File: src/core/rtc_consts.svh
// Function
// - Separate time counters, calendar rollover through 2099.
// - Alarm matches any enabled field combination.
// - Repeat mode re-triggers on every later match.
// - Alarm status bit polled, optionally drives interrupt.
// - Alarm interrupt pin open-drain, active low.
// - Interrupt holds until status cleared, or read with auto clear set.
// - Open-drain frequency output, host selected and enabled.
// - Low supply reset open-drain, low on brownout.
// - Brownout trip level has six choices.
// - Backup level flags at 85 and 75 percent.
// - Backup mode needs both supply comparisons true.
// - Serial bus ignored while on backup supply.
// - Brownout flag set, cleared by host read.
// - Repeat mode pulses interrupt 250ms, sets status.
// - Battery check only on request, not backup.
//
// Constants of the clock, alarm and supply monitor block.
// Assumes inclusion by bare name from files under core/.
`ifndef RTC_CONSTS_SVH
`define RTC_CONSTS_SVH

// ==========================================================
// Register offsets (word index on the register port)
`define ADDR_SEC        5'h00
`define ADDR_ALM_SEC    5'h07
`define ADDR_CTRL       5'h0D
`define ADDR_PWR        5'h0E
`define ADDR_STATUS     5'h0F
`define ADDR_IRQ_CLR    5'h10
`define ADDR_IRQ_EN     5'h11
`define TIME_FIELDS     7
`define ALM_FIELDS      6

// ==========================================================
// Field positions
`define ALM_FIELD_EN    7
`define CTRL_ALM_EN     0
`define CTRL_REPEAT     1
`define CTRL_AUTO_CLR   2
`define CTRL_MEASURE    3
`define CTRL_FSEL_LO    4
`define CTRL_FSEL_HI    7
`define PWR_SEL_HI      2
`define PWR_BAT85       4
`define PWR_BAT75       5
`define PWR_LOW_SUPPLY  6
`define STAT_ALARM      0
`define STAT_BROWNOUT   1
`define STAT_BATTERY    2
`define STAT_BACKUP     3

// ==========================================================
// Reset values and limits
`define RST_TIME        8'h00
`define RST_DAY         8'h01
`define RST_CTRL        8'h00
`define RST_BROWN_SEL   3'h0
`define BROWN_SEL_MAX   3'h5
`define SEC_MAX         8'h3B
`define HOUR_MAX        8'h17
`define MONTH_MAX       8'h0C
`define YEAR_MAX        8'h63
`define DOW_MAX         8'h06
`define PRESCALE_MAX    15'h7FFF

// ==========================================================
// Timing
`define CLK_MHZ         250
`define PULSE_MS        250
`define PULSE_CYCLES    (`PULSE_MS * `CLK_MHZ * 1000)

`endif

File: src/core/rtc_pkg.sv
// Types shared by the clock, alarm and supply monitor block.
// Assumes the constants header sits beside it.
package rtc_pkg;

  // Register port request, one cycle per strobe
  typedef struct packed {
    logic [4:0] addr;
    logic [7:0] wdata;
    logic       wr;
    logic       rd;
  } reg_req_type;

  // Supply comparator inputs, all asynchronous to the clock
  typedef struct packed {
    logic       below_backup;
    logic       below_switch;
    logic [5:0] brownout_cmp;
    logic       bat_below_85;
    logic       bat_below_75;
  } supply_cmp_type;

  // Alarm interrupt pin state
  typedef enum logic [1:0] {
    LINE_IDLE,
    LINE_HOLD,
    LINE_PULSE
  } line_state_type;

endpackage

File: src/core/sync2.sv
// Two-flop synchroniser for a vector of asynchronous levels.
// Assumes each bit is an independent level.
`timescale 1ns/1ps
module sync2 #(
  parameter int W = 1
) (
  input  wire logic         clock,
  input  wire logic         sys_rst,
  input  wire logic         ce,
  input  wire logic [W-1:0] d,
  output logic      [W-1:0] q
);

  logic [W-1:0] meta_r;

  // First flop feeds only the second
  always_ff @(posedge clock) begin
    if (sys_rst) begin
      meta_r <= '0;
      q      <= '0;
    end else if (ce) begin
      meta_r <= d;
      q      <= meta_r;
    end
  end

endmodule

File: src/core/field_counter.sv
// One wrapping time or calendar counter with load.
// Assumes inc and load are single-cycle strobes.
`timescale 1ns/1ps
module field_counter #(
  parameter logic [7:0] RST_VAL = 8'h00
) (
  input  wire logic       clock,
  input  wire logic       sys_rst,
  input  wire logic       ce,
  input  wire logic       inc,
  input  wire logic       load,
  input  wire logic [7:0] load_val,
  input  wire logic [7:0] min_val,
  input  wire logic [7:0] max_val,
  output logic      [7:0] value,
  output logic            carry
);

  // Carry to the next field on wrap
  assign carry = inc && (value >= max_val);

  // Count, wrap to minimum, or take a host write
  always_ff @(posedge clock) begin
    if (sys_rst) begin
      value <= RST_VAL;
    end else if (ce) begin
      if (load) begin
        value <= load_val;
      end else if (carry) begin
        value <= min_val;
      end else if (inc) begin
        value <= value + 8'h01;
      end
    end
  end

endmodule

File: src/core/rtc_alarm_power_status.sv
// Clock/calendar, alarm, frequency output and supply monitor.
// Assumes comparator levels and the oscillator arrive asynchronously.
//
// Local design decisions: the address-and-strobe port and the register addresses.
`timescale 1ns/1ps
`include "rtc_consts.svh"
module rtc_alarm_power_status #(
  parameter int PULSE_CYCLES = `PULSE_CYCLES
) (
  input  wire logic                   clock,
  input  wire logic                   sys_rst,
  input  wire logic                   ce,
  input  wire rtc_pkg::reg_req_type   reg_req,
  output logic [7:0]                  reg_rdata,
  input  wire logic                   osc_in,
  output logic                        osc_out,
  input  wire rtc_pkg::supply_cmp_type supply,
  output logic                        irq_n_o,
  output logic                        irq_n_oe,
  output logic                        freq_out_o,
  output logic                        freq_out_oe,
  output logic                        low_supply_reset_n_o,
  output logic                        low_supply_reset_n_oe,
  output logic                        backup_active,
  output logic                        irq
);
  import rtc_pkg::*;

  // ==========================================================
  // Synchronised inputs
  supply_cmp_type cmp_s;
  logic           osc_s;
  logic           osc_d_r;
  logic           osc_rise;

  // Comparator levels and oscillator through two flops
  sync2 #(.W(11)) u_sync (
    .clock   (clock),
    .sys_rst (sys_rst),
    .ce      (ce),
    .d       ({supply, osc_in}),
    .q       ({cmp_s, osc_s})
  );

  // Edge of the timebase, crystal or direct drive alike
  always_ff @(posedge clock) begin
    if (sys_rst) begin
      osc_d_r <= 1'b0;
      osc_out <= 1'b1;
    end else if (ce) begin
      osc_d_r <= osc_s;
      osc_out <= ~osc_s;
    end
  end
  assign osc_rise = osc_s && !osc_d_r;

  // ==========================================================
  // Supply mode and register port gating
  logic backup_r;
  logic wr_ok;
  logic rd_ok;
  logic backup_rise;

  // Backup only when both comparisons hold
  always_ff @(posedge clock) begin
    if (sys_rst) begin
      backup_r      <= 1'b0;
      backup_active <= 1'b0;
    end else if (ce) begin
      backup_r      <= cmp_s.below_backup && cmp_s.below_switch;
      backup_active <= cmp_s.below_backup && cmp_s.below_switch;
    end
  end
  assign backup_rise = cmp_s.below_backup && cmp_s.below_switch && !backup_r;

  // Bus dead while on backup supply
  assign wr_ok = reg_req.wr && !backup_r;
  assign rd_ok = reg_req.rd && !backup_r;

  // ==========================================================
  // Prescaler and timekeeping
  logic [14:0] pre_r;
  logic        sec_tick;
  logic        tick_d_r;
  logic [7:0]  val   [`TIME_FIELDS];
  logic [7:0]  min_v [`TIME_FIELDS];
  logic [7:0]  max_v [`TIME_FIELDS];
  logic        inc_v [`TIME_FIELDS];
  logic        cry_v [`TIME_FIELDS];
  logic [7:0]  mdays;

  // Days in the current month, leap years every fourth
  always_comb begin
    unique case (val[4])
      8'h02: mdays = (val[5][1:0] == 2'h0) ? 8'h1D : 8'h1C;
      8'h04, 8'h06, 8'h09, 8'h0B: mdays = 8'h1E;
      default: mdays = 8'h1F;
    endcase
  end

  // Divide the timebase down to one tick per second
  always_ff @(posedge clock) begin
    if (sys_rst) begin
      pre_r    <= 15'h0000;
      tick_d_r <= 1'b0;
    end else if (ce) begin
      if (osc_rise) begin
        pre_r <= pre_r + 15'h0001;
      end
      tick_d_r <= sec_tick;
    end
  end
  assign sec_tick = osc_rise && (pre_r == `PRESCALE_MAX);

  // Limits and carry chain of the seven fields
  always_comb begin
    min_v[0] = 8'h00; max_v[0] = `SEC_MAX;   inc_v[0] = sec_tick;
    min_v[1] = 8'h00; max_v[1] = `SEC_MAX;   inc_v[1] = cry_v[0];
    min_v[2] = 8'h00; max_v[2] = `HOUR_MAX;  inc_v[2] = cry_v[1];
    min_v[3] = 8'h01; max_v[3] = mdays;      inc_v[3] = cry_v[2];
    min_v[4] = 8'h01; max_v[4] = `MONTH_MAX; inc_v[4] = cry_v[3];
    min_v[5] = 8'h00; max_v[5] = `YEAR_MAX;  inc_v[5] = cry_v[4];
    min_v[6] = 8'h00; max_v[6] = `DOW_MAX;   inc_v[6] = cry_v[2];
  end

  // One counter per field
  for (genvar i = 0; i < `TIME_FIELDS; i++) begin : g_field
    field_counter #(
      .RST_VAL ((i == 3 || i == 4) ? `RST_DAY : `RST_TIME)
    ) u_field (
      .clock    (clock),
      .sys_rst  (sys_rst),
      .ce       (ce),
      .inc      (inc_v[i]),
      .load     (wr_ok && (reg_req.addr == 5'(`ADDR_SEC + i))),
      .load_val (reg_req.wdata),
      .min_val  (min_v[i]),
      .max_val  (max_v[i]),
      .value    (val[i]),
      .carry    (cry_v[i])
    );
  end

  // ==========================================================
  // Configuration registers
  logic [7:0] alm_r [`ALM_FIELDS];
  logic [7:0] ctrl_r;
  logic [2:0] brown_sel_r;
  logic [3:0] irq_en_r;
  logic [3:0] fsel;
  logic       meas_req;

  // Host writes to alarm, control, power and enable registers
  always_ff @(posedge clock) begin
    if (sys_rst) begin
      for (int i = 0; i < `ALM_FIELDS; i++) begin
        alm_r[i] <= 8'h00;
      end
      ctrl_r      <= `RST_CTRL;
      brown_sel_r <= `RST_BROWN_SEL;
      irq_en_r    <= 4'h0;
    end else if (ce && wr_ok) begin
      for (int i = 0; i < `ALM_FIELDS; i++) begin
        if (reg_req.addr == 5'(`ADDR_ALM_SEC + i)) begin
          alm_r[i] <= reg_req.wdata;
        end
      end
      if (reg_req.addr == `ADDR_CTRL) begin
        ctrl_r <= reg_req.wdata & 8'hF7; // Measure bit is a strobe
      end
      if (reg_req.addr == `ADDR_PWR) begin
        // Six trip levels, codes above clamp to the last
        if (reg_req.wdata[`PWR_SEL_HI:0] > `BROWN_SEL_MAX) begin
          brown_sel_r <= `BROWN_SEL_MAX;
        end else begin
          brown_sel_r <= reg_req.wdata[`PWR_SEL_HI:0];
        end
      end
      if (reg_req.addr == `ADDR_IRQ_EN) begin
        irq_en_r <= reg_req.wdata[3:0];
      end
    end
  end
  assign fsel     = ctrl_r[`CTRL_FSEL_HI:`CTRL_FSEL_LO];
  assign meas_req = wr_ok && (reg_req.addr == `ADDR_CTRL) && reg_req.wdata[`CTRL_MEASURE];

  // ==========================================================
  // Alarm match
  logic alm_hit;
  logic alm_any;
  logic alarm_ev;

  // Every enabled field must equal the present time
  always_comb begin
    alm_hit = 1'b1;
    alm_any = 1'b0;
    for (int i = 0; i < `ALM_FIELDS; i++) begin
      if (alm_r[i][`ALM_FIELD_EN]) begin
        alm_any = 1'b1;
        if (alm_r[i][6:0] != val[(i == 5) ? 6 : i][6:0]) begin
          alm_hit = 1'b0;
        end
      end
    end
  end

  // Checked once after each seconds update; frequency output disables it
  assign alarm_ev = tick_d_r && ctrl_r[`CTRL_ALM_EN] && (fsel == 4'h0)
                    && alm_any && alm_hit;

  // ==========================================================
  // Brownout and battery level
  logic brown_lvl;
  logic brown_d_r;
  logic brown_rise;
  logic bat85_r;
  logic bat75_r;
  logic bat_ev;

  assign brown_lvl  = cmp_s.brownout_cmp[brown_sel_r];
  assign brown_rise = brown_lvl && !brown_d_r;
  assign bat_ev     = meas_req && cmp_s.bat_below_85;

  // Battery flags refresh only on a measurement request
  always_ff @(posedge clock) begin
    if (sys_rst) begin
      brown_d_r <= 1'b0;
      bat85_r   <= 1'b0;
      bat75_r   <= 1'b0;
    end else if (ce) begin
      brown_d_r <= brown_lvl;
      if (meas_req) begin
        bat85_r <= cmp_s.bat_below_85;
        bat75_r <= cmp_s.bat_below_75;
      end
    end
  end

  // ==========================================================
  // Sticky status with enable, clear and read side effects
  logic [3:0] stat_r;
  logic [3:0] stat_set;
  logic [3:0] stat_clr;
  logic [3:0] stat_nxt;
  logic       stat_rd;

  assign stat_rd  = rd_ok && (reg_req.addr == `ADDR_STATUS);
  assign stat_set = {backup_rise, bat_ev, brown_rise, alarm_ev};

  // Clear register, auto clear of alarm and read clear of brownout
  always_comb begin
    stat_clr = 4'h0;
    if (wr_ok && (reg_req.addr == `ADDR_IRQ_CLR)) begin
      stat_clr = reg_req.wdata[3:0];
    end
    if (stat_rd) begin
      stat_clr[`STAT_BROWNOUT] = 1'b1;
      if (ctrl_r[`CTRL_AUTO_CLR]) begin
        stat_clr[`STAT_ALARM] = 1'b1;
      end
    end
    stat_nxt = (stat_r & ~stat_clr) | stat_set; // Set wins over clear
  end

  // Status and level interrupt
  always_ff @(posedge clock) begin
    if (sys_rst) begin
      stat_r <= 4'h0;
      irq    <= 1'b0;
    end else if (ce) begin
      stat_r <= stat_nxt;
      irq    <= |(stat_nxt & irq_en_r);
    end
  end

  // ==========================================================
  // Alarm interrupt pin
  line_state_type line_r;
  line_state_type line_nxt;
  logic [31:0]    pulse_cnt_r;

  // Hold until status clears, or pulse in repeat mode
  always_comb begin
    line_nxt = line_r;
    unique case (line_r)
      LINE_IDLE: begin
        if (alarm_ev) begin
          line_nxt = ctrl_r[`CTRL_REPEAT] ? LINE_PULSE : LINE_HOLD;
        end
      end
      LINE_HOLD: begin
        if (!stat_r[`STAT_ALARM]) begin
          line_nxt = LINE_IDLE;
        end
      end
      LINE_PULSE: begin
        if (alarm_ev) begin
          line_nxt = LINE_PULSE;
        end else if (pulse_cnt_r == 32'h0) begin
          line_nxt = LINE_IDLE;
        end
      end
    endcase
  end

  // Pulse timer, restarted by each match
  always_ff @(posedge clock) begin
    if (sys_rst) begin
      pulse_cnt_r <= 32'h0;
    end else if (ce) begin
      if (alarm_ev && ctrl_r[`CTRL_REPEAT]) begin
        pulse_cnt_r <= 32'(PULSE_CYCLES - 1);
      end else if ((line_r == LINE_PULSE) && (pulse_cnt_r != 32'h0)) begin
        pulse_cnt_r <= pulse_cnt_r - 32'h1;
      end
    end
  end

  // Open-drain pin driven low while active
  always_ff @(posedge clock) begin
    if (sys_rst) begin
      line_r   <= LINE_IDLE;
      irq_n_o  <= 1'b0;
      irq_n_oe <= 1'b0;
    end else if (ce) begin
      line_r   <= line_nxt;
      irq_n_o  <= 1'b0;
      irq_n_oe <= (line_nxt != LINE_IDLE);
    end
  end

  // ==========================================================
  // Frequency and low supply outputs
  logic freq_lvl;

  assign freq_lvl = (fsel == 4'h0) ? 1'b1 : pre_r[4'(fsel - 4'h1)];

  // Open-drain pins pull low only, released otherwise
  always_ff @(posedge clock) begin
    if (sys_rst) begin
      freq_out_o            <= 1'b0;
      freq_out_oe           <= 1'b0;
      low_supply_reset_n_o  <= 1'b0;
      low_supply_reset_n_oe <= 1'b0;
    end else if (ce) begin
      freq_out_o            <= 1'b0;
      freq_out_oe           <= !freq_lvl;
      low_supply_reset_n_o  <= 1'b0;
      low_supply_reset_n_oe <= brown_lvl;
    end
  end

  // ==========================================================
  // Read data, one cycle after the strobe
  logic [7:0] rd_mux;

  always_comb begin
    rd_mux = 8'h00;
    if (reg_req.addr < 5'(`ADDR_SEC + `TIME_FIELDS)) begin
      rd_mux = val[3'(reg_req.addr)];
    end else if (reg_req.addr < `ADDR_CTRL) begin
      rd_mux = alm_r[3'(reg_req.addr - `ADDR_ALM_SEC)];
    end else if (reg_req.addr == `ADDR_CTRL) begin
      rd_mux = ctrl_r;
    end else if (reg_req.addr == `ADDR_PWR) begin
      rd_mux = {1'b0, brown_lvl, bat75_r, bat85_r, 1'b0, brown_sel_r};
    end else if (reg_req.addr == `ADDR_STATUS) begin
      rd_mux = {4'h0, stat_r};
    end else if (reg_req.addr == `ADDR_IRQ_EN) begin
      rd_mux = {4'h0, irq_en_r};
    end
  end

  // Zero outside a read and during backup
  always_ff @(posedge clock) begin
    if (sys_rst) begin
      reg_rdata <= 8'h00;
    end else if (ce) begin
      reg_rdata <= rd_ok ? rd_mux : 8'h00;
    end
  end

endmodule

File: config.mk
export PLATFORM = sky130hd
export DESIGN_NAME = rtc_alarm_power_status
export DESIGN_NICKNAME = d
export VERILOG_FILES = /design/src/core/rtc_pkg.sv /design/src/core/sync2.sv /design/src/core/field_counter.sv /design/src/core/rtc_alarm_power_status.sv
export VERILOG_INCLUDE_DIRS = /design/src /design/src/core
export SDC_FILE = /design/constraint.sdc
export NUM_CORES = 1
export LEC_CHECK = 0
export CORE_UTILIZATION = 60
export CTS_BUF_LIST = sky130_fd_sc_hd__clkbuf_4 sky130_fd_sc_hd__clkbuf_8
export CTS_CLUSTER_DIAMETER = 60
export DETAILED_ROUTE_END_ITERATION = 8
export DONT_BUFFER_PORTS = 1
export GPL_TIMING_DRIVEN = 0
export PLACE_DENSITY = 0.76
export SLEW_MARGIN = 20
export SYNTH_ARGS = -nofsm -noshare
export SYNTH_HDL_FRONTEND = slang
export SYNTH_SLANG_ARGS = --single-unit
File: constraint.sdc
create_clock -name clock -period 3.8 [get_ports clock]
set_clock_uncertainty 0.15 [all_clocks]
set_input_delay 0.38 -clock clock [delete_from_list [all_inputs] [get_ports clock]]
set_output_delay 0.38 -clock clock [all_outputs]
set_load 0.05 [all_outputs]
Yosys cells after proc, flatten, opt, wreduce, memory -nomap -nowiden
Memories as Yosys holds them, arrays and structs flattened.
Index checks and enable logic that the tools add are counted.
Storage, ports and cells
  register bits after elaboration: 163
  bits in writable memories: 48
  bits of input ports: 29
  output and inout bits: 17
  logic and storage cells: 262
  memories kept: 1
Memory list
  alm_r: words 6, bits a word 8, read ports 7, clocked after Yosys merged registers in 0, write ports 6, line rtc_alarm_power_status.sv:146  | logic [7:0] alm_r [`ALM_FIELDS];
Operators by class
  add/sub/neg operators: 11
  order comparisons: 13
  equal/unequal tests: 31
  multiplexer cells: 100
  bitwise operators: 12
  reduce and logical (&&, ||, !) cells: 67
Operators with widths (number)
  2-to-1 mux 8 bit: 33
  2-to-1 mux 32 bit: 2
  adder 8 x 1 -> 8 bit (second input constant): 7
  2-to-1 mux 1 bit: 49
  inequality test 7 bit: 6
  equality test 5 x 4 -> 1 bit (second input constant): 8
  logical AND 1 bit: 33
  zero test 32 bit: 1
  nonzero test 32 bit: 1
  subtractor 32 x 1 -> 32 bit (second input constant): 1
  AND reduction 2 bit: 13
  binary-select mux 8 bit (select 3 bit): 1
  nonzero test 3 bit: 7
  equality test 5 x 3 -> 1 bit (second input constant): 4
  equality test 8 x 3 -> 1 bit (second input constant): 2
  equality test 8 x 4 -> 1 bit (second input constant): 2
  >= comparator 8 x 6 -> 1 bit (second input constant): 2
  adder 15 x 1 -> 15 bit (second input constant): 1
  equality test 15 bit (second input constant): 1
  2-to-1 mux 2 bit: 6
  2-to-1 mux 4 bit: 3
  equality test 5 x 2 -> 1 bit (second input constant): 2
  equality test 5 bit (second input constant): 2
  bitwise AND 4 bit: 2
  34 further kinds: 45

Logic depth before layout (Yosys ltp)
Gate-level depths: netlist of run 1.
An unclocked memory read counts as a cell.
  depth after elaboration: 18
  depth in mapped cells: 15

Cells and area by module
Synthesis of run 1 repeated with hierarchy kept, for this count alone.
Unflattened totals
  cell total of the unflattened synthesis: 1568
  area, all modules: 14119.8 µm²
By module, submodules not included
  rtc_alarm_power_status: times used 1, cells each 813, area each 7806.2 µm², sequential area each 3143.0 µm²
  field_counter at g_field[0].u_field ...: times used 5, cells each 98, area each 787.0 µm², sequential area each 160.2 µm²
  field_counter at g_field[3].u_field ...: times used 2, cells each 97, area each 788.3 µm², sequential area each 160.2 µm²
  sync2: times used 1, cells each 71, area each 802.0 µm², sequential area each 440.4 µm²

Worst setup path before layout of run 1
OpenSTA, ideal clock, no wires.
  kind: input -> register
  from: input port reg_req[10] (netlist name)
  to: register reg_rdata[7]
  arrival: 3161 ps
  data required time: 3522 ps
  slack: 361 ps
  cell stages on the path: 13
  cell sequence: clkbuf_1 buf_2 clkbuf_1 inv_1 ha_1 clkbuf_1 mux4_2 nor2_1 a211oi_1 a311oi_1 a21oi_1 a22oi_1 nor2_1
Between the ends
  longest elaborated chain between the ends: 6
Ends and longest elaborated chain
  from (decl): line rtc_alarm_power_status.sv:13  | input wire rtc_pkg::reg_req_type reg_req,
  parallel branches: the longest is 4 deep, another holds memory read (6 x 8 bit)
  2-to-1 mux 8 bit (*): line rtc_alarm_power_status.sv:359  | if (reg_req.addr < 5'(`ADDR_SEC + `TIME_FIELDS)) begin
  2-to-1 mux 8 bit (*): line rtc_alarm_power_status.sv:379  | reg_rdata <= rd_ok ? rd_mux : 8'h00;
  to (signal assigned): line rtc_alarm_power_status.sv:379
  to (decl): line rtc_alarm_power_status.sv:14  | output logic [7:0] reg_rdata,
Every way passes the cells marked *. The select of a mux whose other input is x is not followed.
A chain may end at the register's enable or synchronous reset.

Final worst setup path of run 1
  from: register pre_r[0]
  to: register g_field[5].u_field.value[5]
Between the ends
  longest elaborated chain between the ends: 10
Ends and longest elaborated chain
  from (decl): line rtc_alarm_power_status.sv:82  | logic [14:0] pre_r;
  from (signal assigned): line rtc_alarm_power_status.sv:108  | pre_r <= pre_r + 15'h0001;
  equality test 15 bit (no source line) (*)
  logical AND 1 bit (*): line rtc_alarm_power_status.sv:113  | assign sec_tick = osc_rise && (pre_r == `PRESCALE_MAX);
  logical AND 1 bit (*) (5 in series): line field_counter.sv:20  | assign carry = inc && (value >= max_val);
  logical AND 1 bit: line field_counter.sv:20
  nonzero test 3 bit (no source line) / 2-to-1 mux 8 bit (equally long branches)
  AND reduction 2 bit (no source line) / 2-to-1 mux 8 bit (equally long branches)
  to (signal assigned): line field_counter.sv:28  | value <= load_val;
  to (signal assigned): line field_counter.sv:30  | value <= min_val;
  to (signal assigned): line field_counter.sv:32  | value <= value + 8'h01;
  to (decl): line field_counter.sv:15  | output logic [7:0] value,
Mark *: on every way between the ends. The rest lies on a longest branch, timed or not.

==> flow_metrics.tcl, run 1 <==
set metrics [dict create \
    flow.area_growth_from_synthesis_pct 10.7 \
    fmax_ghz 0.280 \
    root_buffer "sky130_fd_sc_hd__clkbuf_8" \
    setup_violation_total_in_the_final_timing_report 0 \
    total_leakage_power_nw 4.79 \
    detail_route.drc_violations 0 \
    fp.coreArea_um2 19500 \
    finalMaxSlewViolations 0 \
    maxCapViolations 0 \
    peakVddDrop_v 0.000329 \
    synth_edf_count 48 \
    final_hold_fails 0 \
    finish.net_count 1475 \
    layout.core_utilization_pct 68.2 \
    detail-route-antenna-nets 0 \
    crit_path_max_fanout 10 \
    ffs_latches_synth 211 \
    timing.rr.start "pre_r[0]" \
    synth_seq_area_share_pct 39.1 \
    mappedNetlistArea_um2 12000 \
    maximum_root_to_sink_buffer_count 3 \
    final_instance_count_excl_fillers 1716 \
    cp-start-kind "flop" \
    yosys.cell_count.top_type "sky130_fd_sc_hd__dfxtp_1" \
    slew_headroom_pct 18.8 \
    drt-vias-per-instance 6.62 \
    placement.io_buffers 0 \
    cp-end-kind "flop" \
    synth_common_cells "sky130_fd_sc_hd__dfxtp_1 (163), sky130_fd_sc_hd__nor2_1 (143), sky130_fd_sc_hd__nand2_1 (101), sky130_fd_sc_hd__a21oi_1 (86), sky130_fd_sc_hd__clkbuf_1 (78)" \
    startpoint "pre_r[0]" \
    htree_levels 2 \
    post-synth-top-area-fraction_pct 27.1 \
    power.density_cell_area_nw_per_um2 380 \
    unrepaired_setup_endpoints_after_global_routing "false" \
    num_rows 51 \
    finalCritPeriodShare_pct 94.1 \
    die_boundary_height_um 144 \
    finalCriticalPeriod_ns 3.57 \
    cts_made_buffers 38 \
    outcome "completed" \
    setup_tns_ns 0 \
    worstSkewPairLatency_ns 0.58 \
    total_routed_length_um 39900 \
    dp.cells 1632 \
    grt.overflow.total 0 \
    leading_area_contributor_after_synthesis "sky130_fd_sc_hd__dfxtp_1" \
    tightestPinTransition_ns 1.20 \
    numClockSinks 211 \
    min-delay-path-class "input pin to flop" \
    grt_antenna_before_repair 0 \
    r2r.worst_path.cells 8 \
    detail_route.iter0.violations 1427 \
    yosys_warnings 0 \
    routed-via-count 11400 \
    critPathRequiredTime_ns 4.08 \
    layout-drive-gt1-share_pct 8.62 \
    pin_count 46 \
    wl_per_cell_um 23.2 \
    grt_max_degree 11 \
    grt_pass1_vias 10400 \
    die_x_um 144 \
    synthArstFlopShare_pct 0 \
    die-area_um2 20600 \
    clock_tree_from_tritoncts "done" \
    path_class "flop to flop" \
    synthTopCellsByArea "sky130_fd_sc_hd__dfxtp_1 (27%), sky130_fd_sc_hd__edfxtp_1 (12%), sky130_fd_sc_hd__mux2i_1 (5.7%)" \
    yosys.cell_types.count 82 \
    synth-main-ff-cell "sky130_fd_sc_hd__dfxtp_1" \
    postCtsSetupBuffers 0 \
    grt_first_pass_wirelength_um 60000 \
    initial_core_utilization_pct 61.6 \
    cp_data_arrival_time_ns 3.86 \
    synth.avg_cell_area_um2 8.81 \
    cts.reportedPaths.clkPinSlew_ns 0.06 \
    drt_first_pass_iters 7 \
    synth_cells 1365 \
    hpwlAfterDp_um 29000 \
    place.gp.congestion 1.07 \
    global_route.usage.total_pct 39.4 \
    min_path_cells 3 \
    hold_start "reg_req[9]" \
]
## layer usage
metal	global-route usage (%)	vias up	part of all wire (%)
met5	0	-	0
met4	19.8	0	5.1
met3	10.2	155	12
met2	60.5	700	44
met1	51.4	5382	39
li1	-	5122	-
## metrics by stage
stage	power, W	worst slack (ns)	cell area, um^2	hold WS [ns]
after global placement	0.00282	-0.276	12400	0.304
after detailed placement	0.00283	-0.304	12400	0.316
final	0.00505	0.226	13300	0.00326
after CTS	0.00504	0.288	13300	0.00603
after global routing	0.00516	0.0244	13300	0.0427
after floorplan	0.00268	0.361	12000	0.291
## sequential cells by signal, summed over array words and instances (netlist names), 2 cells and up
register	count
g_field.u_field.value	56
alm_r	48
pulse_cnt_r	32
pre_r	15
u_sync.meta_r	11
u_sync.q	11
reg_rdata	8
ctrl_r	7
irq_en_r	4
stat_r	4
brown_sel_r	3
line_r	2
## critical path: stages, from the launching register on
cell	delay (ns)
sky130_fd_sc_hd__dfxtp_1	0.39
sky130_fd_sc_hd__ha_1	0.19
sky130_fd_sc_hd__nand3_1	0.13
sky130_fd_sc_hd__nor4_1	0.73
sky130_fd_sc_hd__nand4_1	0.42
sky130_fd_sc_hd__nor3_1	0.54
sky130_fd_sc_hd__o21ai_1	0.25
sky130_fd_sc_hd__clkbuf_1	0.31
sky130_fd_sc_hd__o32ai_1	0.33
## what timing repair did
| action | CTS | global route |
|---|---|---|
| hold buffers | 15 | 0 |
| gates resized for setup | 0 | 3 |
| hold endpoints to repair | 24 | 0 |
| setup endpoints to repair | 0 | 2 |
## path summary, 6_finish.rpt
check / end / slack (ns)
hold reg to reg: tick_d_r / 0.33
setup / recovery: g_field[5].u_field.value[5] / 0.23
setup reg to reg: g_field[5].u_field.value[5] / 0.23
hold / removal: g_field[3].u_field.value[7] / 0.003
## cell type report
cell class              count  area [um^2]
flip-flops and latches    211         4700
well taps                 265          332
multi-input cells        1018         6780
plain buffers              98          402
fillers                  1640         6210
clock inverters            11         63.8
clock buffers              57          728
inverters                  40          150
repair buffers             15          150
diodes                      1         2.50
## report_power, final
group | internal (W) | total [W] | switching (W)
registers | 0.00234 | 0.00240 | 0.0000612
clock network | 0.00124 | 0.00224 | 0.00100
logic | 0.000129 | 0.000412 | 0.000282
total | 0.00371 | 0.00505 | 0.00135
## placed cells by master (no fill, tap or decap), types with 7 or more instances in the layout
cell,count
sky130_fd_sc_hd__dfxtp_1,163
sky130_fd_sc_hd__a221oi_1,15
sky130_fd_sc_hd__clkbuf_1,77
sky130_fd_sc_hd__or4_1,7
sky130_fd_sc_hd__a22oi_1,15
sky130_fd_sc_hd__nand2b_1,11
sky130_fd_sc_hd__nor4_1,19
sky130_fd_sc_hd__a32oi_1,8
sky130_fd_sc_hd__nand4_1,23
sky130_fd_sc_hd__clkbuf_4,9
sky130_fd_sc_hd__nor2_1,143
sky130_fd_sc_hd__nor2b_1,14
sky130_fd_sc_hd__o32ai_1,11
sky130_fd_sc_hd__buf_2,8
sky130_fd_sc_hd__or2_2,7
sky130_fd_sc_hd__mux2i_1,68
sky130_fd_sc_hd__o41ai_1,7
sky130_fd_sc_hd__a211oi_1,37
sky130_fd_sc_hd__and2_1,47
sky130_fd_sc_hd__clkbuf_8,48
sky130_fd_sc_hd__xnor2_1,32
sky130_fd_sc_hd__dlygate4sd3_1,15
sky130_fd_sc_hd__nor3_1,42
sky130_fd_sc_hd__xor2_1,40
sky130_fd_sc_hd__and3_1,18
sky130_fd_sc_hd__a21oi_1,86
sky130_fd_sc_hd__or3_1,23
sky130_fd_sc_hd__mux4_2,20
sky130_fd_sc_hd__inv_1,39
sky130_fd_sc_hd__nand2_1,101
sky130_fd_sc_hd__buf_1,7
sky130_fd_sc_hd__nand3_1,55
sky130_fd_sc_hd__ha_1,24
sky130_fd_sc_hd__o21ai_0,45
sky130_fd_sc_hd__edfxtp_1,48
## cells by family (layout without fill, tap and decap cells)
group | after synthesis | in the layout | synth area share, %
muxes | 89 | 89 | 9.50
xor gates and xnor gates | 72 | 72 | 5.24
buffers and inverters | 138 | 221 | 4.58
other | 1 | 4 | 0.0312
DFF | 211 | 211 | 39.1
AOI/OAI and AO/OA | 292 | 292 | 16.4
adders and majority gates | 24 | 24 | 2.50
and+or+nand+nor | 538 | 538 | 22.7
Note: power is estimated with default switching activity, not from simulation.
==> inputs of run 2 (changes only) <==
- RECOVER_POWER: unset -> 50
==> run 2 against run 1 <==
  * Register-to-register slack got worse by 0.03 ns
  * Core utilization barely moved
  * Flip-flop and latch count did not move
  * Fmax fell by 0.75%
  * Global-route usage did not move
  * Critical path depth did not move
  * Sequential power barely moved
  * Non-clock buffer count did not move
  * Final area barely moved
  * Sequential share of layout area barely moved
  * First-iteration DRC count rose by 7.4%
  * Critical path type unchanged
  * Largest cell class unchanged
  * Highest routed layer unchanged
==> flow_metrics.tcl, run 2 (synthesis results as in run 1) <==
set metrics [dict create \
    outcome "completed" \
    setup_violation_total_in_the_final_timing_report 0 \
    hold-worst-slack_ns 0.00777 \
    tightestPinTransition_ns 1.22 \
    cp-start-kind "flop" \
    finalCriticalPeriod_ns 3.60 \
    layout_setup_ws_ns 0.199 \
    grt_antenna_before_repair 0 \
    finalMaxSlewViolations 0 \
    highest_count_cells_in_the_layout_ignoring_fill_and_taps "sky130_fd_sc_hd__dfxtp_1 (163), sky130_fd_sc_hd__nor2_1 (143), sky130_fd_sc_hd__nand2_1 (101)" \
    largest_register "g_field.u_field.value" \
    detail_route.drc_violations 0 \
    finish.net_count 1475 \
    crit_path_cell_trace "ha_1 > nand3_1 > nor4_1 > nand4_1 > nor3_1 > o21ai_1 > clkbuf_1 > o32ai_1" \
    grt_max_degree 11 \
    flow.area_growth_from_synthesis_pct 10.7 \
    hpwlAfterDp_um 29000 \
    final_non_filler_cell_area_um2 13300 \
    root_buffer "sky130_fd_sc_hd__clkbuf_8" \
    cts.reportedPaths.clkPinSlew_ns 0.06 \
    postCtsSetupBuffers 0 \
    dpl_worst_slack_ns -0.304 \
    dpl-instance-area_um2 12400 \
    cp-end-kind "flop" \
    numClockSinks 211 \
    maxCapViolations 0 \
    die_boundary_height_um 144 \
    wl_per_cell_um 23.2 \
    critical_path.top_delay_family "simple AND/OR/NAND/NOR gates" \
    initial_core_utilization_pct 61.6 \
    die_x_um 144 \
    grt_pass1_vias 10400 \
    crit_path_max_incr_delay_ns 0.75 \
    drt_first_pass_iters 9 \
    die-area_um2 20600 \
    clock_tree_from_tritoncts "done" \
    grt.overflow.total 0 \
    critical_path.n_buffers_inverters 1 \
    peakVddDrop_v 0.000329 \
    detail_route.iter0.violations 1532 \
    num_rows 51 \
    power.density_cell_area_nw_per_um2 380 \
    maximum_root_to_sink_buffer_count 3 \
    total_leakage_power_nw 4.75 \
    path_class "flop to flop" \
    layout-drive-gt1-share_pct 8.48 \
    min-delay-path-class "input pin to flop" \
    place.gp.congestion 1.07 \
    fp.coreArea_um2 19500 \
    timing.reg2reg.setup_slack_ns 0.20 \
    routed-via-count 11300 \
    cp_data_arrival_time_ns 3.88 \
    global_route.usage.total_pct 39.4 \
    detail-route-antenna-nets 0 \
    top_regs "g_field.u_field.value: 56 flops, alm_r: 48 flops, pulse_cnt_r: 32 flops" \
    pin_count 46 \
    largest_register_ff_count 56 \
    crit_path_max_fanout 10 \
    critPathRequiredTime_ns 4.08 \
    drt-vias-per-instance 6.61 \
    htree_levels 2 \
    slew_headroom_pct 17.8 \
    total_routed_length_um 39900 \
    worstSkewPairLatency_ns 0.58 \
    finalCritPeriodShare_pct 94.8 \
    final_common_cell "sky130_fd_sc_hd__dfxtp_1" \
    cts_made_buffers 38 \
    layout.core_utilization_pct 68.2 \
    grt_first_pass_wirelength_um 60000 \
    final_hold_fails 0 \
    placement.io_buffers 0 \
    fmax_ghz 0.278 \
    setup_tns_ns 0 \
    critical_path.slowest_cell "sky130_fd_sc_hd__nor4_1" \
    unrepaired_setup_endpoints_after_global_routing "false" \
]
run 2: cell count changes in the layout (fill, tap and decap cells not counted), moves of 3 or more:
cell and delta:
sky130_fd_sc_hd__and2_1 -30, sky130_fd_sc_hd__buf_1 -3, sky130_fd_sc_hd__and2_0 +30, sky130_fd_sc_hd__clkbuf_1 +5
run 2: per-layer routing:
metal	GRT usage, %	routed length [um]	up-vias
met3	10.2	4840	146
met5	0	0	-
met4	19.8	1960	0
li1	-	-	5124
met2	60.5	17500	710
met1	51.4	15600	5358
run 2: worst paths after layout:
check / start / end / cells after the start
worst min-delay path: reg_req[9] / g_field[3].u_field.value[7] / 3
worst max-delay path: pre_r[0] / g_field[5].u_field.value[5] / 8
worst min register to register: tick_d_r / tick_d_r / 2
worst max register to register: pre_r[0] / g_field[5].u_field.value[5] / 8
run 2: repair_timing:
action	4_1_cts	5_1_grt
hold buffers	15	0
endpoints found under the hold margin	24	0
resized for setup	0	3
setup endpoints to repair	0	2
run 2: stage by stage:
stage	power, W	instances
final	0.00506	1716
after CTS	0.00504	1715
after floorplan	0.00268	1367
after global routing	0.00516	1715
after global placement	0.00282	1632
after detailed placement	0.00283	1632
run 2: layout make-up:
class / instances / area, um^2
flip-flops and latches: 211 / 4700
well taps: 265 / 332
multi-input cells: 1018 / 6780
clock inverters: 11 / 63.8
fillers: 1641 / 6210
clock buffers: 57 / 728
plain buffers: 98 / 399
diodes: 1 / 2.50
repair buffers: 15 / 150
inverters: 40 / 150
run 2: worst min-delay path, stage by stage:
cell and delay (ns):
sky130_fd_sc_hd__a22oi_1 0.05, sky130_fd_sc_hd__nor3_1 0.13, sky130_fd_sc_hd__a31o_2 0.12
run 2: report_power, final:
group          internal [W]  switching (W)
registers           0.00234      0.0000615
logic              0.000129       0.000281
clock network       0.00124        0.00101
total               0.00371        0.00135
==> inputs of run 3 (changes only) <==
- CORE_ASPECT_RATIO: unset -> 2
==> run 3 against run 2 <==
  * Register-to-register slack worse by 0.09 ns
  * Global-route usage grew 5.4 points
  * Flip-flop and latch count stayed put
  * Core utilization is essentially flat
  * Count of clock-buffer cells in the layout decreased by 14
  * Final area decreased by 0.32%
  * Clock power down 3%
  * Highest routed layer unchanged
==> flow_metrics.tcl, run 3 (synthesis results as in run 1) <==
set metrics [dict create \
    clock_tree_from_tritoncts "done" \
    fmax_ghz 0.271 \
    global_route.usage.total_pct 44.8 \
    die_x_um 102 \
    die-area_um2 20700 \
    worstSkewPairLatency_ns 0.62 \
    outcome "completed" \
    maxCapViolations 0 \
    root_buffer "sky130_fd_sc_hd__clkbuf_8" \
    crit_path_max_fanout 9 \
    hold_start "reg_req[13]" \
    grt.busiest_layer "met2" \
    grt_use_met3_pct 14.4 \
    grt_max_degree 16 \
    grt.met2_usage_pct 73.0 \
    layout_setup_ws_ns 0.107 \
    routed-via-count 11400 \
    finalCriticalPeriod_ns 3.69 \
    cts.reportedPaths.clkPinSlew_ns 0.07 \
    dpl-instance-area_um2 12400 \
    grt_pass1_vias 11300 \
    layout-drive-gt1-share_pct 8.34 \
    wl_per_cell_um 26.4 \
    power.density_cell_area_nw_per_um2 377 \
    cp-end-kind "flop" \
    largest_register "g_field.u_field.value" \
    final_common_cell "sky130_fd_sc_hd__dfxtp_1" \
    htree_levels 1 \
    finalCritPeriodShare_pct 97.2 \
    final_non_filler_cell_area_um2 13300 \
    peakVddDrop_v 0.000441 \
    total_leakage_power_nw 4.71 \
    tightestPinTransition_ns 1.25 \
    startpoint "pre_r[0]" \
    post-layout-total-power_w 0.00501 \
    total_routed_length_um 44900 \
    pin_count 46 \
    maximum_root_to_sink_buffer_count 3 \
    flow.area_growth_from_synthesis_pct 10.3 \
    timing.rr.start "pre_r[0]" \
    slew_headroom_pct 16.9 \
    unrepaired_setup_endpoints_after_global_routing "false" \
    critPathRequiredTime_ns 4.09 \
    drt_first_pass_iters 5 \
    drt-vias-per-instance 6.68 \
    cp-start-kind "flop" \
    final_hold_fails 0 \
    finalMaxSlewViolations 0 \
    setup_violation_total_in_the_final_timing_report 0 \
    highest_count_cells_in_the_layout_ignoring_fill_and_taps "sky130_fd_sc_hd__dfxtp_1 (163), sky130_fd_sc_hd__nor2_1 (142), sky130_fd_sc_hd__nand2_1 (101)" \
    fp.coreArea_um2 19500 \
    largest_register_ff_count 56 \
    num_rows 72 \
    final_instance_count_excl_fillers 1700 \
    die_boundary_height_um 202 \
    numClockSinks 211 \
    detail_route.iter0.violations 823 \
    grt_first_pass_wirelength_um 66800 \
    cts_made_buffers 30 \
    path_class "flop to flop" \
    grt_antenna_before_repair 1 \
    min-delay-path-class "input pin to flop" \
    dpl_worst_slack_ns -0.473 \
    place.gp.congestion 1.03 \
    setup_tns_ns 0 \
    placement.io_buffers 0 \
    postCtsSetupBuffers 0 \
    dp.cells 1626 \
    cp_data_arrival_time_ns 3.99 \
    detail-route-antenna-nets 0 \
    top_regs "g_field.u_field.value: 56 flops, alm_r: 48 flops, pulse_cnt_r: 32 flops" \
    detail_route.drc_violations 0 \
    globalRouteMet1Util_pct 43.0 \
    finish.net_count 1468 \
    grt.overflow.total 0 \
    hpwlAfterDp_um 32500 \
    initial_core_utilization_pct 61.8 \
]
-- run 3: cell count changes in the layout (fill, tap and decap cells not counted), moves of 2 or more --
cell,previous run,this run
sky130_fd_sc_hd__inv_6,3,1
sky130_fd_sc_hd__and2_0,30,33
sky130_fd_sc_hd__clkbuf_8,48,36
sky130_fd_sc_hd__clkinv_1,2,0
sky130_fd_sc_hd__clkinv_2,6,4
sky130_fd_sc_hd__buf_2,6,8
sky130_fd_sc_hd__bufinv_16,0,4
sky130_fd_sc_hd__and2_1,17,14
sky130_fd_sc_hd__clkinvlp_4,0,2
sky130_fd_sc_hd__clkbuf_1,82,79
-- run 3: cell type report --
class                   instances  area (um^2)
diodes                          2         5.00
plain buffers                  98          403
clock buffers                  43          548
clock inverters                13          179
fillers                      1640         6190
inverters                      40          150
multi-input cells            1018         6800
flip-flops and latches        211         4700
well taps                     259          324
repair buffers                 16          158
-- run 3: where the power goes --
part | internal [W] | total [W] | switching, W
clock | 0.00121 | 0.00217 | 0.000953
combinational | 0.000130 | 0.000437 | 0.000307
sequential | 0.00234 | 0.00240 | 0.0000628
-- run 3: worst max-delay path: stages, from the launching register on --
cell and delay (ns):
sky130_fd_sc_hd__dfxtp_1 0.40, sky130_fd_sc_hd__ha_1 0.19, sky130_fd_sc_hd__nand3_1 0.17, sky130_fd_sc_hd__nor4_2 0.59
sky130_fd_sc_hd__nand4_1 0.50, sky130_fd_sc_hd__nor2_2 0.77, sky130_fd_sc_hd__o21ai_1 0.39, sky130_fd_sc_hd__a211oi_1 0.31
sky130_fd_sc_hd__a211oi_1 0.07
-- run 3: worst paths after layout --
check,endpoint,slack (ns),depth (start not counted)
max,g_field[6].u_field.value[0],0.11,8
min,g_field[4].u_field.value[7],0.17,5
max reg2reg,g_field[6].u_field.value[0],0.11,8
min reg2reg,tick_d_r,0.32,2
-- run 3: routing by layer --
metal  vias up  wire, um
li1       5102         -
met1      5384     14300
met2       599     21500
met3       269      4350
met4         0      4810
met5         -         0
-- run 3: through the flow --
stage          utilization (%)  hold slack [ns]
4_1_cts                   68.0            0.144
3_3_place_gp              63.5            0.309
6_report                  68.2            0.169
3_5_place_dp              63.5            0.317
5_1_grt                   68.2            0.175
2_1_floorplan                -            0.291
-- run 3: repair_timing --
item	4_1_cts	5_1_grt
resized for setup	0	8
hold buffers	15	0
setup endpoints to repair	0	35
endpoints found under the hold margin	27	0
